===== src/logic/cpsc_regs.vh =====
// Constants for the core cluster power state controller.
`ifndef CPSC_REGS_VH
`define CPSC_REGS_VH

// Core power state codes.
`define CPSC_ST_W             3
`define CPSC_ST_FULL_ON       3'h0
`define CPSC_ST_DOZE          3'h1
`define CPSC_ST_NAP           3'h2
`define CPSC_ST_RET_GATING    3'h3
`define CPSC_ST_UNRET_GATING  3'h4
`define CPSC_ST_WAIT_IDLE     3'h5
`define CPSC_ST_WAIT_GATED    3'h6

// Software request codes from the run-control power unit.
`define CPSC_REQ_W            3
`define CPSC_REQ_NONE         3'h0
`define CPSC_REQ_DOZE         3'h1
`define CPSC_REQ_NAP          3'h2
`define CPSC_REQ_RET_GATING   3'h3
`define CPSC_REQ_UNRET_GATING 3'h4

// Chip level states.
`define CPSC_CHIP_W           2
`define CPSC_CHIP_RUN         2'h0
`define CPSC_CHIP_ENTER       2'h1
`define CPSC_CHIP_SLEEP       2'h2
`define CPSC_CHIP_EXIT        2'h3

// Wait-idle cycles before the core is power gated, 1 us at 100 MHz.
`define CPSC_WAIT_GATE_NS     1000
`define CPSC_CLK_NS           10
`define CPSC_WAIT_GATE_CYC    (`CPSC_WAIT_GATE_NS / `CPSC_CLK_NS)
`define CPSC_CNT_W            8

`endif


===== src/logic/cpsc_core_fsm.v =====
// Per-core power state machine for the core cluster power state controller.
`timescale 1ns/1ps
`default_nettype none
`include "cpsc_regs.vh"

module cpsc_core_fsm (
    // Clock and reset.
    input  wire                     clk_sys,
    input  wire                     rst,
    // Requests: both thread wait flags and the software request.
    input  wire [1:0]               thread_wait,
    input  wire [`CPSC_REQ_W-1:0]   thread0_req,
    input  wire [`CPSC_REQ_W-1:0]   thread1_req,
    input  wire                     core_reset,
    // Wake sources.
    input  wire                     hw_event,
    input  wire                     irq,
    input  wire                     chip_indicator_out_a,
    // State and controls.
    output reg  [`CPSC_ST_W-1:0]    state_q,
    output reg                      fetch_en_q,
    output reg                      clk_en_q,
    output reg                      pwr_en_q,
    output reg                      retain_q,
    output reg                      snoop_en_q
);

    reg  [`CPSC_ST_W-1:0]  state_d;
    reg  [`CPSC_CNT_W-1:0] cnt_q;
    wire                   both_wait = &thread_wait;
    wire                   same_req  = (thread0_req == thread1_req);
    wire                   wake      = hw_event | irq;

    // =========================================================================
    // Next state.
    // =========================================================================
    always @* begin
        state_d = state_q;
        case (state_q)
            `CPSC_ST_FULL_ON: begin
                if (both_wait)
                    state_d = `CPSC_ST_WAIT_IDLE;
                else if (same_req) begin
                    case (thread0_req)
                        `CPSC_REQ_DOZE:         state_d = `CPSC_ST_DOZE;
                        `CPSC_REQ_NAP:          state_d = `CPSC_ST_NAP;
                        `CPSC_REQ_RET_GATING:   state_d = `CPSC_ST_RET_GATING;
                        `CPSC_REQ_UNRET_GATING: state_d = `CPSC_ST_UNRET_GATING;
                        default:                state_d = `CPSC_ST_FULL_ON;
                    endcase
                end
            end
            `CPSC_ST_DOZE, `CPSC_ST_NAP, `CPSC_ST_RET_GATING: begin
                // Retained states ignore wake events through chip sleep until the chip is back.
                if ((wake && !chip_indicator_out_a) || (same_req && thread0_req == `CPSC_REQ_NONE))
                    state_d = `CPSC_ST_FULL_ON;
            end
            `CPSC_ST_UNRET_GATING: begin
                if (core_reset)
                    state_d = `CPSC_ST_FULL_ON;
            end
            `CPSC_ST_WAIT_IDLE: begin
                if (wake || !both_wait)
                    state_d = `CPSC_ST_FULL_ON;
                else if (cnt_q == `CPSC_WAIT_GATE_CYC - 1)
                    state_d = `CPSC_ST_WAIT_GATED;
            end
            `CPSC_ST_WAIT_GATED: begin
                if (wake || !both_wait)
                    state_d = `CPSC_ST_FULL_ON;
            end
            default: state_d = `CPSC_ST_FULL_ON;
        endcase
    end

    // =========================================================================
    // State, idle counter and registered controls.
    // =========================================================================
    always @(posedge clk_sys or posedge rst) begin
        if (rst) begin
            state_q    <= `CPSC_ST_FULL_ON;
            cnt_q      <= {`CPSC_CNT_W{1'b0}};
            fetch_en_q <= 1'b1;
            clk_en_q   <= 1'b1;
            pwr_en_q   <= 1'b1;
            retain_q   <= 1'b0;
            snoop_en_q <= 1'b1;
        end else begin
            state_q <= state_d;
            if (state_q == `CPSC_ST_WAIT_IDLE && state_d == `CPSC_ST_WAIT_IDLE)
                cnt_q <= cnt_q + 1'b1;
            else
                cnt_q <= {`CPSC_CNT_W{1'b0}};
            fetch_en_q <= (state_d == `CPSC_ST_FULL_ON);
            clk_en_q   <= (state_d == `CPSC_ST_FULL_ON) ||
                          (state_d == `CPSC_ST_DOZE) ||
                          (state_d == `CPSC_ST_WAIT_IDLE);
            pwr_en_q   <= !((state_d == `CPSC_ST_RET_GATING) ||
                            (state_d == `CPSC_ST_UNRET_GATING) ||
                            (state_d == `CPSC_ST_WAIT_GATED));
            retain_q   <= (state_d == `CPSC_ST_RET_GATING) ||
                          (state_d == `CPSC_ST_WAIT_GATED);
            snoop_en_q <= (state_d == `CPSC_ST_FULL_ON) ||
                          (state_d == `CPSC_ST_DOZE) ||
                          (state_d == `CPSC_ST_WAIT_IDLE);
        end
    end

endmodule
`default_nettype wire


===== src/logic/cpsc_power_ctrl.v =====
// Top of the core cluster power state controller: cores, cluster and chip.
// Summary of operation
// - Full-on keeps global clocks; unit clocks gate on per-unit busy.
// - Doze keeps clocks, stops fetch, still serves snoops.
// - Nap stops core clocks; software flushes caches first.
// - Retained gating removes power but keeps state.
// - Unretained gating ignores interrupts; only core reset returns full-on.
// - Both threads waiting gives wait-idle: clocks run, fetch stops.
// - Wait-idle moves to wait-gated in hardware after a fixed idle time.
// - Wait-gated wakes on any hardware event with no software restore.
// - Cluster clock-inhibit stops cluster clocks and shared cache snooping.
// - Partial low-power reported when any core is not full-on.
// - Deep sleep only with all cores retained-gated and cluster inhibited.
// - Deep sleep stops core, timebase and logic clocks, keeps wake logic.
// - Deep sleep wakes only on timers, internal or external interrupts.
// - Indicator_out_a output rises only after cores and I/O have shut down.
// - Core enters a software-requested state only when both threads ask for the same.
`timescale 1ns/1ps
`default_nettype none
`include "cpsc_regs.vh"

module cpsc_power_ctrl #(
    parameter NCORE = 4
) (
    // Clock and reset.
    input  wire                         clk_sys,
    input  wire                         rst,
    // Thread requests, two threads per core.
    input  wire [2*NCORE-1:0]           thread_wait,
    input  wire [2*NCORE*`CPSC_REQ_W-1:0] thread_req,
    input  wire [NCORE-1:0]             core_reset,
    input  wire [NCORE-1:0]             unit_busy,
    // Cluster and chip requests.
    input  wire                         cluster_inhibit_req,
    input  wire                         deep_sleep_req,
    // Wake sources, from pins or other domains.
    input  wire [NCORE-1:0]             core_hw_event,
    input  wire [NCORE-1:0]             core_irq,
    input  wire                         timer_wake,
    input  wire                         int_irq_wake,
    input  wire                         ext_irq_wake,
    // Shutdown acknowledge from cores and I/O interfaces.
    input  wire                         core_shutdown_done,
    input  wire                         io_shutdown_done,
    // Core controls.
    output wire [NCORE-1:0]             core_fetch_en,
    output wire [NCORE-1:0]             core_clk_en,
    output reg  [NCORE-1:0]             unit_clk_en_q,
    output wire [NCORE-1:0]             core_pwr_en,
    output wire [NCORE-1:0]             core_retain,
    output wire [NCORE-1:0]             core_snoop_en,
    output wire [NCORE*`CPSC_ST_W-1:0]  core_state,
    // Cluster, chip and pin controls.
    output reg                          cluster_clk_en_q,
    output reg                          l2_snoop_en_q,
    output reg                          platform_clk_en_q,
    output reg                          timebase_en_q,
    output reg                          io_shutdown_req_q,
    output reg                          chip_partial_low_power_q,
    output reg                          chip_deep_sleep_q,
    output reg                          indicator_out_a_q
);

    // =========================================================================
    // Synchronisers for inputs from outside the clock domain.
    // =========================================================================
    localparam SW = 3*NCORE + 5;
    wire [SW-1:0] raw = {core_hw_event, core_irq, core_reset, timer_wake, int_irq_wake,
                         ext_irq_wake, core_shutdown_done, io_shutdown_done};
    reg  [SW-1:0] s1_q;
    reg  [SW-1:0] s2_q;
    always @(posedge clk_sys or posedge rst) begin
        if (rst) begin
            s1_q <= {SW{1'b0}};
            s2_q <= {SW{1'b0}};
        end else begin
            s1_q <= raw;
            s2_q <= s1_q;
        end
    end
    wire [NCORE-1:0] hw_ev_s  = s2_q[3*NCORE+4:2*NCORE+5];
    wire [NCORE-1:0] irq_s    = s2_q[2*NCORE+4:NCORE+5];
    wire [NCORE-1:0] creset_s = s2_q[NCORE+4:5];
    wire             timer_s  = s2_q[4];
    wire             iirq_s   = s2_q[3];
    wire             eirq_s   = s2_q[2];
    wire             cdone_s  = s2_q[1];
    wire             iodone_s = s2_q[0];

    // Only timers and interrupts may wake the chip from deep sleep.
    wire chip_wake = timer_s | iirq_s | eirq_s;

    // =========================================================================
    // Chip state machine.
    // =========================================================================
    reg  [`CPSC_CHIP_W-1:0] chip_q;
    reg  [`CPSC_CHIP_W-1:0] chip_d;
    wire [NCORE-1:0]        core_ret;
    wire [NCORE-1:0]        core_on;
    wire                    all_ret  = &core_ret;
    wire                    indicator_out_a   = (chip_q == `CPSC_CHIP_SLEEP);
    wire                    cl_inh_d = cluster_inhibit_req | (chip_q != `CPSC_CHIP_RUN);

    always @* begin
        chip_d = chip_q;
        case (chip_q)
            `CPSC_CHIP_RUN: begin
                if (deep_sleep_req && all_ret && !cluster_clk_en_q)
                    chip_d = `CPSC_CHIP_ENTER;
            end
            `CPSC_CHIP_ENTER: begin
                if (chip_wake)
                    chip_d = `CPSC_CHIP_EXIT;
                else if (cdone_s && iodone_s)
                    chip_d = `CPSC_CHIP_SLEEP;
            end
            `CPSC_CHIP_SLEEP: begin
                if (chip_wake)
                    chip_d = `CPSC_CHIP_EXIT;
            end
            `CPSC_CHIP_EXIT: chip_d = `CPSC_CHIP_RUN;
            default:         chip_d = `CPSC_CHIP_RUN;
        endcase
    end

    always @(posedge clk_sys or posedge rst) begin
        if (rst) begin
            chip_q                   <= `CPSC_CHIP_RUN;
            cluster_clk_en_q         <= 1'b1;
            l2_snoop_en_q            <= 1'b1;
            platform_clk_en_q        <= 1'b1;
            timebase_en_q            <= 1'b1;
            io_shutdown_req_q        <= 1'b0;
            chip_partial_low_power_q <= 1'b0;
            chip_deep_sleep_q        <= 1'b0;
            indicator_out_a_q        <= 1'b0;
            unit_clk_en_q            <= {NCORE{1'b1}};
        end else begin
            chip_q            <= chip_d;
            cluster_clk_en_q  <= !cl_inh_d;
            l2_snoop_en_q     <= !cl_inh_d;
            platform_clk_en_q <= (chip_d == `CPSC_CHIP_RUN) ||
                                 (chip_d == `CPSC_CHIP_EXIT);
            timebase_en_q     <= (chip_d != `CPSC_CHIP_SLEEP);
            io_shutdown_req_q <= (chip_d == `CPSC_CHIP_ENTER) || (chip_d == `CPSC_CHIP_SLEEP);
            chip_partial_low_power_q <= !(&core_on);
            chip_deep_sleep_q <= (chip_d == `CPSC_CHIP_SLEEP);
            indicator_out_a_q <= (chip_d == `CPSC_CHIP_SLEEP);
            unit_clk_en_q     <= unit_busy & core_on & {NCORE{!indicator_out_a}};
        end
    end

    // =========================================================================
    // Per-core state machines.
    // =========================================================================
    genvar g;
    generate
        for (g = 0; g < NCORE; g = g + 1) begin : core
            wire [`CPSC_ST_W-1:0] st;
            wire                  clk_en;
            cpsc_core_fsm u_fsm (
                .clk_sys     (clk_sys),
                .rst         (rst),
                .thread_wait (thread_wait[2*g+1:2*g]),
                .thread0_req (thread_req[(2*g+1)*`CPSC_REQ_W-1:2*g*`CPSC_REQ_W]),
                .thread1_req (thread_req[(2*g+2)*`CPSC_REQ_W-1:(2*g+1)*`CPSC_REQ_W]),
                .core_reset  (creset_s[g]),
                .hw_event    (hw_ev_s[g]),
                .irq         (irq_s[g]),
                .chip_indicator_out_a (chip_q != `CPSC_CHIP_RUN),
                .state_q     (st),
                .fetch_en_q  (core_fetch_en[g]),
                .clk_en_q    (clk_en),
                .pwr_en_q    (core_pwr_en[g]),
                .retain_q    (core_retain[g]),
                .snoop_en_q  (core_snoop_en[g])
            );
            // Deep sleep overrides every core clock.
            assign core_clk_en[g] = clk_en & !indicator_out_a;
            assign core_ret[g]    = (st == `CPSC_ST_RET_GATING);
            assign core_on[g]     = (st == `CPSC_ST_FULL_ON);
            assign core_state[(g+1)*`CPSC_ST_W-1:g*`CPSC_ST_W] = st;
        end
    endgenerate

endmodule
`default_nettype wire


===== config.mk =====
export PLATFORM = sky130hd
export DESIGN_NAME = cpsc_power_ctrl
export DESIGN_NICKNAME = d
export VERILOG_FILES = /design/src/logic/cpsc_core_fsm.v /design/src/logic/cpsc_power_ctrl.v
export VERILOG_INCLUDE_DIRS = /design/src /design/src/logic
export SDC_FILE = /design/constraint.sdc
export NUM_CORES = 1
export LEC_CHECK = 0
export BUFFER_PORTS_ARGS = -buffer_cell sky130_fd_sc_hd__buf_2
export CAP_MARGIN = 20
export CORE_MARGIN = 5
export CORE_UTILIZATION = 50
export CTS_CLUSTER_DIAMETER = 40
export DETAILED_ROUTE_END_ITERATION = 8
export PLACE_DENSITY = 0.75
export SYNTH_ARGS = -nofsm -noshare
export SYNTH_HDL_FRONTEND = slang
export SYNTH_SLANG_ARGS = --single-unit

===== constraint.sdc =====
create_clock -name clk_sys -period 4.14 [get_ports clk_sys]
set_input_delay 0.414 -clock clk_sys [delete_from_list [all_inputs] [get_ports clk_sys]]
set_output_delay 0.414 -clock clk_sys [all_outputs]
set_load 0.05 [all_outputs]

==> flow_summary.json <==
{
  "diodes": 0,
  "nFillCells": 724,
  "slew_headroom": 0.432,
  "post_cts_buffers": 0,
  "synth_edf_count": 0,
  "cts_tree": "yes",
  "io_buffers": 100,
  "p_total_uw": 2540,
  "r2r_setup_slack_ps": 2090,
  "multi_input_area_sq_um": 1610,
  "worstSetupPathType": "flip-flop to flip-flop",
  "worstMarginPinSlew_ps": 853,
  "fin_area_sq_um": 5190,
  "ys_warn_count": 0,
  "yosysSeqAreaShare": 0.595,
  "dp_hpwl_microns": 6750,
  "clock_tree.root_cell": "clkbuf_8",
  "slew_violations": 0,
  "required_ps": 4400,
  "die_w_microns": 105,
  "period_minus_slack_ps": 2050,
  "instances_no_fill": 600,
  "grt_max_degree": 75,
  "cts_buffers": 9,
  "p_switching_uw": 883,
  "grt_antenna_before_repair": 0,
  "drc": 0,
  "p_seq_frac": 0.480,
  "synthFlopType": "dfrtp_1",
  "cts-htree-levels": 3,
  "outcome": "finished clean",
  "routabilityCongestion": 0.841,
  "min_period_over_period": 0.495,
  "postCtsResizedCells": 0,
  "skew_ps": 10.4,
  "core_area_sq_um": 8760,
  "grt_pass1_vias": 3222,
  "drt_first_pass_iters": 4,
  "wire_per_inst_microns": 14.9,
  "initial_core_util": 0.514,
  "num_rows": 34,
  "drt-total-wl_microns": 8970,
  "irDropWorstVdd_uv": 236,
  "cts.sinks": 106,
  "drive_gt1_frac": 0.297,
  "synthArstFlopShare": 1.00,
  "vias": 3228,
  "grt_usage": 0.170,
  "syn_inst": 400,
  "clkPwrFrac": 0.268,
  "post-place-cells": 584,
  "hold_buffers": 0,
  "dpl_cell_area_sq_um": 4980,
  "setup_violations": 0,
  "max_freq_mhz": 487,
  "power_density_nw_per_um2": 489,
  "cp-end-kind": "flip-flop",
  "setup_slack_ps": 2090,
  "internal_power_uw": 1660,
  "synth_cell_types": 49,
  "hold_viol": 0,
  "syn-num-nets": 462,
  "num-nets-final": 549,
  "power_frac_comb": 0.252,
  "cp_max_fo": 5,
  "drt_iter0_markers": 109,
  "ios": 101,
  "synth_seq_cells": 106,
  "fp.dieArea_sq_um": 11000,
  "grt_pass1_wl_microns": 15200,
  "via_per_inst": 5.38,
  "fin_setup_tns_ps": 0,
  "die_h_microns": 105,
  "swShare": 0.347,
  "path_clk_slew_ps": 100,
  "regArea_sq_um": 2680,
  "cap_viol_max_count": 0,
  "area_delta_synth_final_pct": 15.4,
  "syn_area_sq_um": 4500,
  "clk_latency_ps": 360,
  "synth.avg_cell_area_sq_um": 11.3,
  "worstSetupStartpointType": "flip-flop",
  "hold_path.class": "input port to flip-flop",
  "cts_max_path_buffers": 2,
  "arrival_ps": 2320,
  "p_leak_uw": 0.00240,
  "grt_overflow": 0,
  "post-place-ws_ps": 2030,
  "drtAntennaViolNets": 0,
  "rsz0062_at_grt": "no"
}
## through the flow
| stage | util | hold WS [ps] |
|---|---|---|
| CTS | 0.593 | 138 |
| global route | 0.593 | 127 |
| finish | 0.593 | 151 |
| global placement | 0.568 | 333 |
| floorplan | - | 331 |
| detailed placement | 0.568 | 335 |
## flip-flops by register name (all words and copies together) (netlist names)
signal and count:
core.u_fsm.pwr_en_q 4, timebase_en_q 1, l2_snoop_en_q 1, core.u_fsm.retain_q 4
unit_clk_en_q 4, core.u_fsm.clk_en_q 4, chip_q 2, core.u_fsm.cnt_q 32
s1_q 17, io_shutdown_req_q 1, core.u_fsm.fetch_en_q 4, core.u_fsm.state_q 12
s2_q 17, platform_clk_en_q 1, indicator_out_a_q 1, chip_partial_low_power_q 1
## layer usage
layer  GRT usage  routed length [microns]  share of wire  vias to the layer above
li1            -                        -              -                     1559
met1       0.218                     3720           0.42                     1569
met2       0.278                     4550           0.51                       92
met3      0.0475                      601          0.067                        8
met4      0.0566                       93          0.010                        0
met5           0                        0              0                        -
## cell usage after synthesis (3+ instances only)
library cell,instances,area share
dfrtp_1,87,0.48
nor2_1,47,0.039
nand2_1,24,0.020
nand3_1,21,0.023
dfstp_2,19,0.11
buf_4,18,0.030
xnor2_1,17,0.033
xor2_1,17,0.033
nor3_1,14,0.016
inv_1,12,0.010
and2_1,10,0.014
o21ai_0,9,0.010
and3_1,8,0.011
nor4_1,8,0.011
nand2b_1,7,0.0097
nand4_1,7,0.0097
a21oi_1,6,0.0067
clkbuf_1,6,0.0050
ha_1,5,0.014
or3_1,5,0.0070
a221o_1,4,0.0089
a22o_1,4,0.0078
o31ai_1,4,0.0067
or2_2,4,0.0056
a22oi_1,3,0.0050
a31oi_1,3,0.0042
nand4b_1,3,0.0058
## cell usage in the layout (no fill, tap or decap), types with 6 or more instances in the layout
cell type / n
inv_1: 11
and2_1: 10
dfrtp_1: 87
nand3_1: 21
dfstp_2: 19
nor4_1: 8
clkbuf_8: 9
a21oi_1: 6
nand2_1: 24
xor2_1: 17
nand4_1: 7
and3_1: 8
nor3_1: 14
xnor2_1: 17
nand2b_1: 7
nor2_1: 47
o21ai_0: 9
buf_2: 100
## layout make-up
cell class	instances	area share
Sequential cell	106	0.515
Multi-Input combinational cell	257	0.310
Timing Repair Buffer	101	0.0978
Tap cell	108	0.0260
Clock buffer	10	0.0246
Clock inverter	6	0.0173
Inverter	12	0.00915
## cells by family (layout without fill, tap and decap cells)
family / Yosys count / count (layout) / synth area share
AOI/OAI and AO/OA: 48 / 48 / 0.0803
buffers and inverters: 37 / 129 / 0.0475
adders and majority gates: 5 / 5 / 0.0139
DFF: 106 / 106 / 0.595
muxes: 2 / 2 / 0.00445
and+or+nand+nor: 168 / 168 / 0.193
xor gates and xnor gates: 34 / 34 / 0.0662
## worst max-delay path, cell delays in order (launching register included)
cell and delay, ps:
dfrtp_1 410, nor2_1 510, nand3_1 190, nor4_1 360, nor3_1 130, ha_1 320
inv_1 40
## final timing paths
check,start,endpoint,depth (start not counted)
setup / recovery,chip_q[1]$_DFF_PP0_,io_shutdown_req_q$_DFF_PP0_,6
hold / removal,ext_irq_wake,s1_q[2]$_DFF_PP0_,1
setup reg to reg,chip_q[1]$_DFF_PP0_,io_shutdown_req_q$_DFF_PP0_,6
hold reg to reg,s1_q[6]$_DFF_PP0_,s2_q[6]$_DFF_PP0_,0
max in group asynchronous,rst,core[1].u_fsm.fetch_en_q$_DFF_PP1_,3
min in group asynchronous,rst,s1_q[15]$_DFF_PP0_,2
## power by group through the flow
stage | combinational [uW] | clock [uW] | sequential [uW]
2_1_floorplan | 434 | 0 | 1330
5_1_grt | 685 | 746 | 1230
4_1_cts | 646 | 700 | 1220
6_report | 639 | 681 | 1220
3_5_place_dp | 645 | 0 | 1240
3_3_place_gp | 639 | 0 | 1240
(Power assumes the default switching activity.)
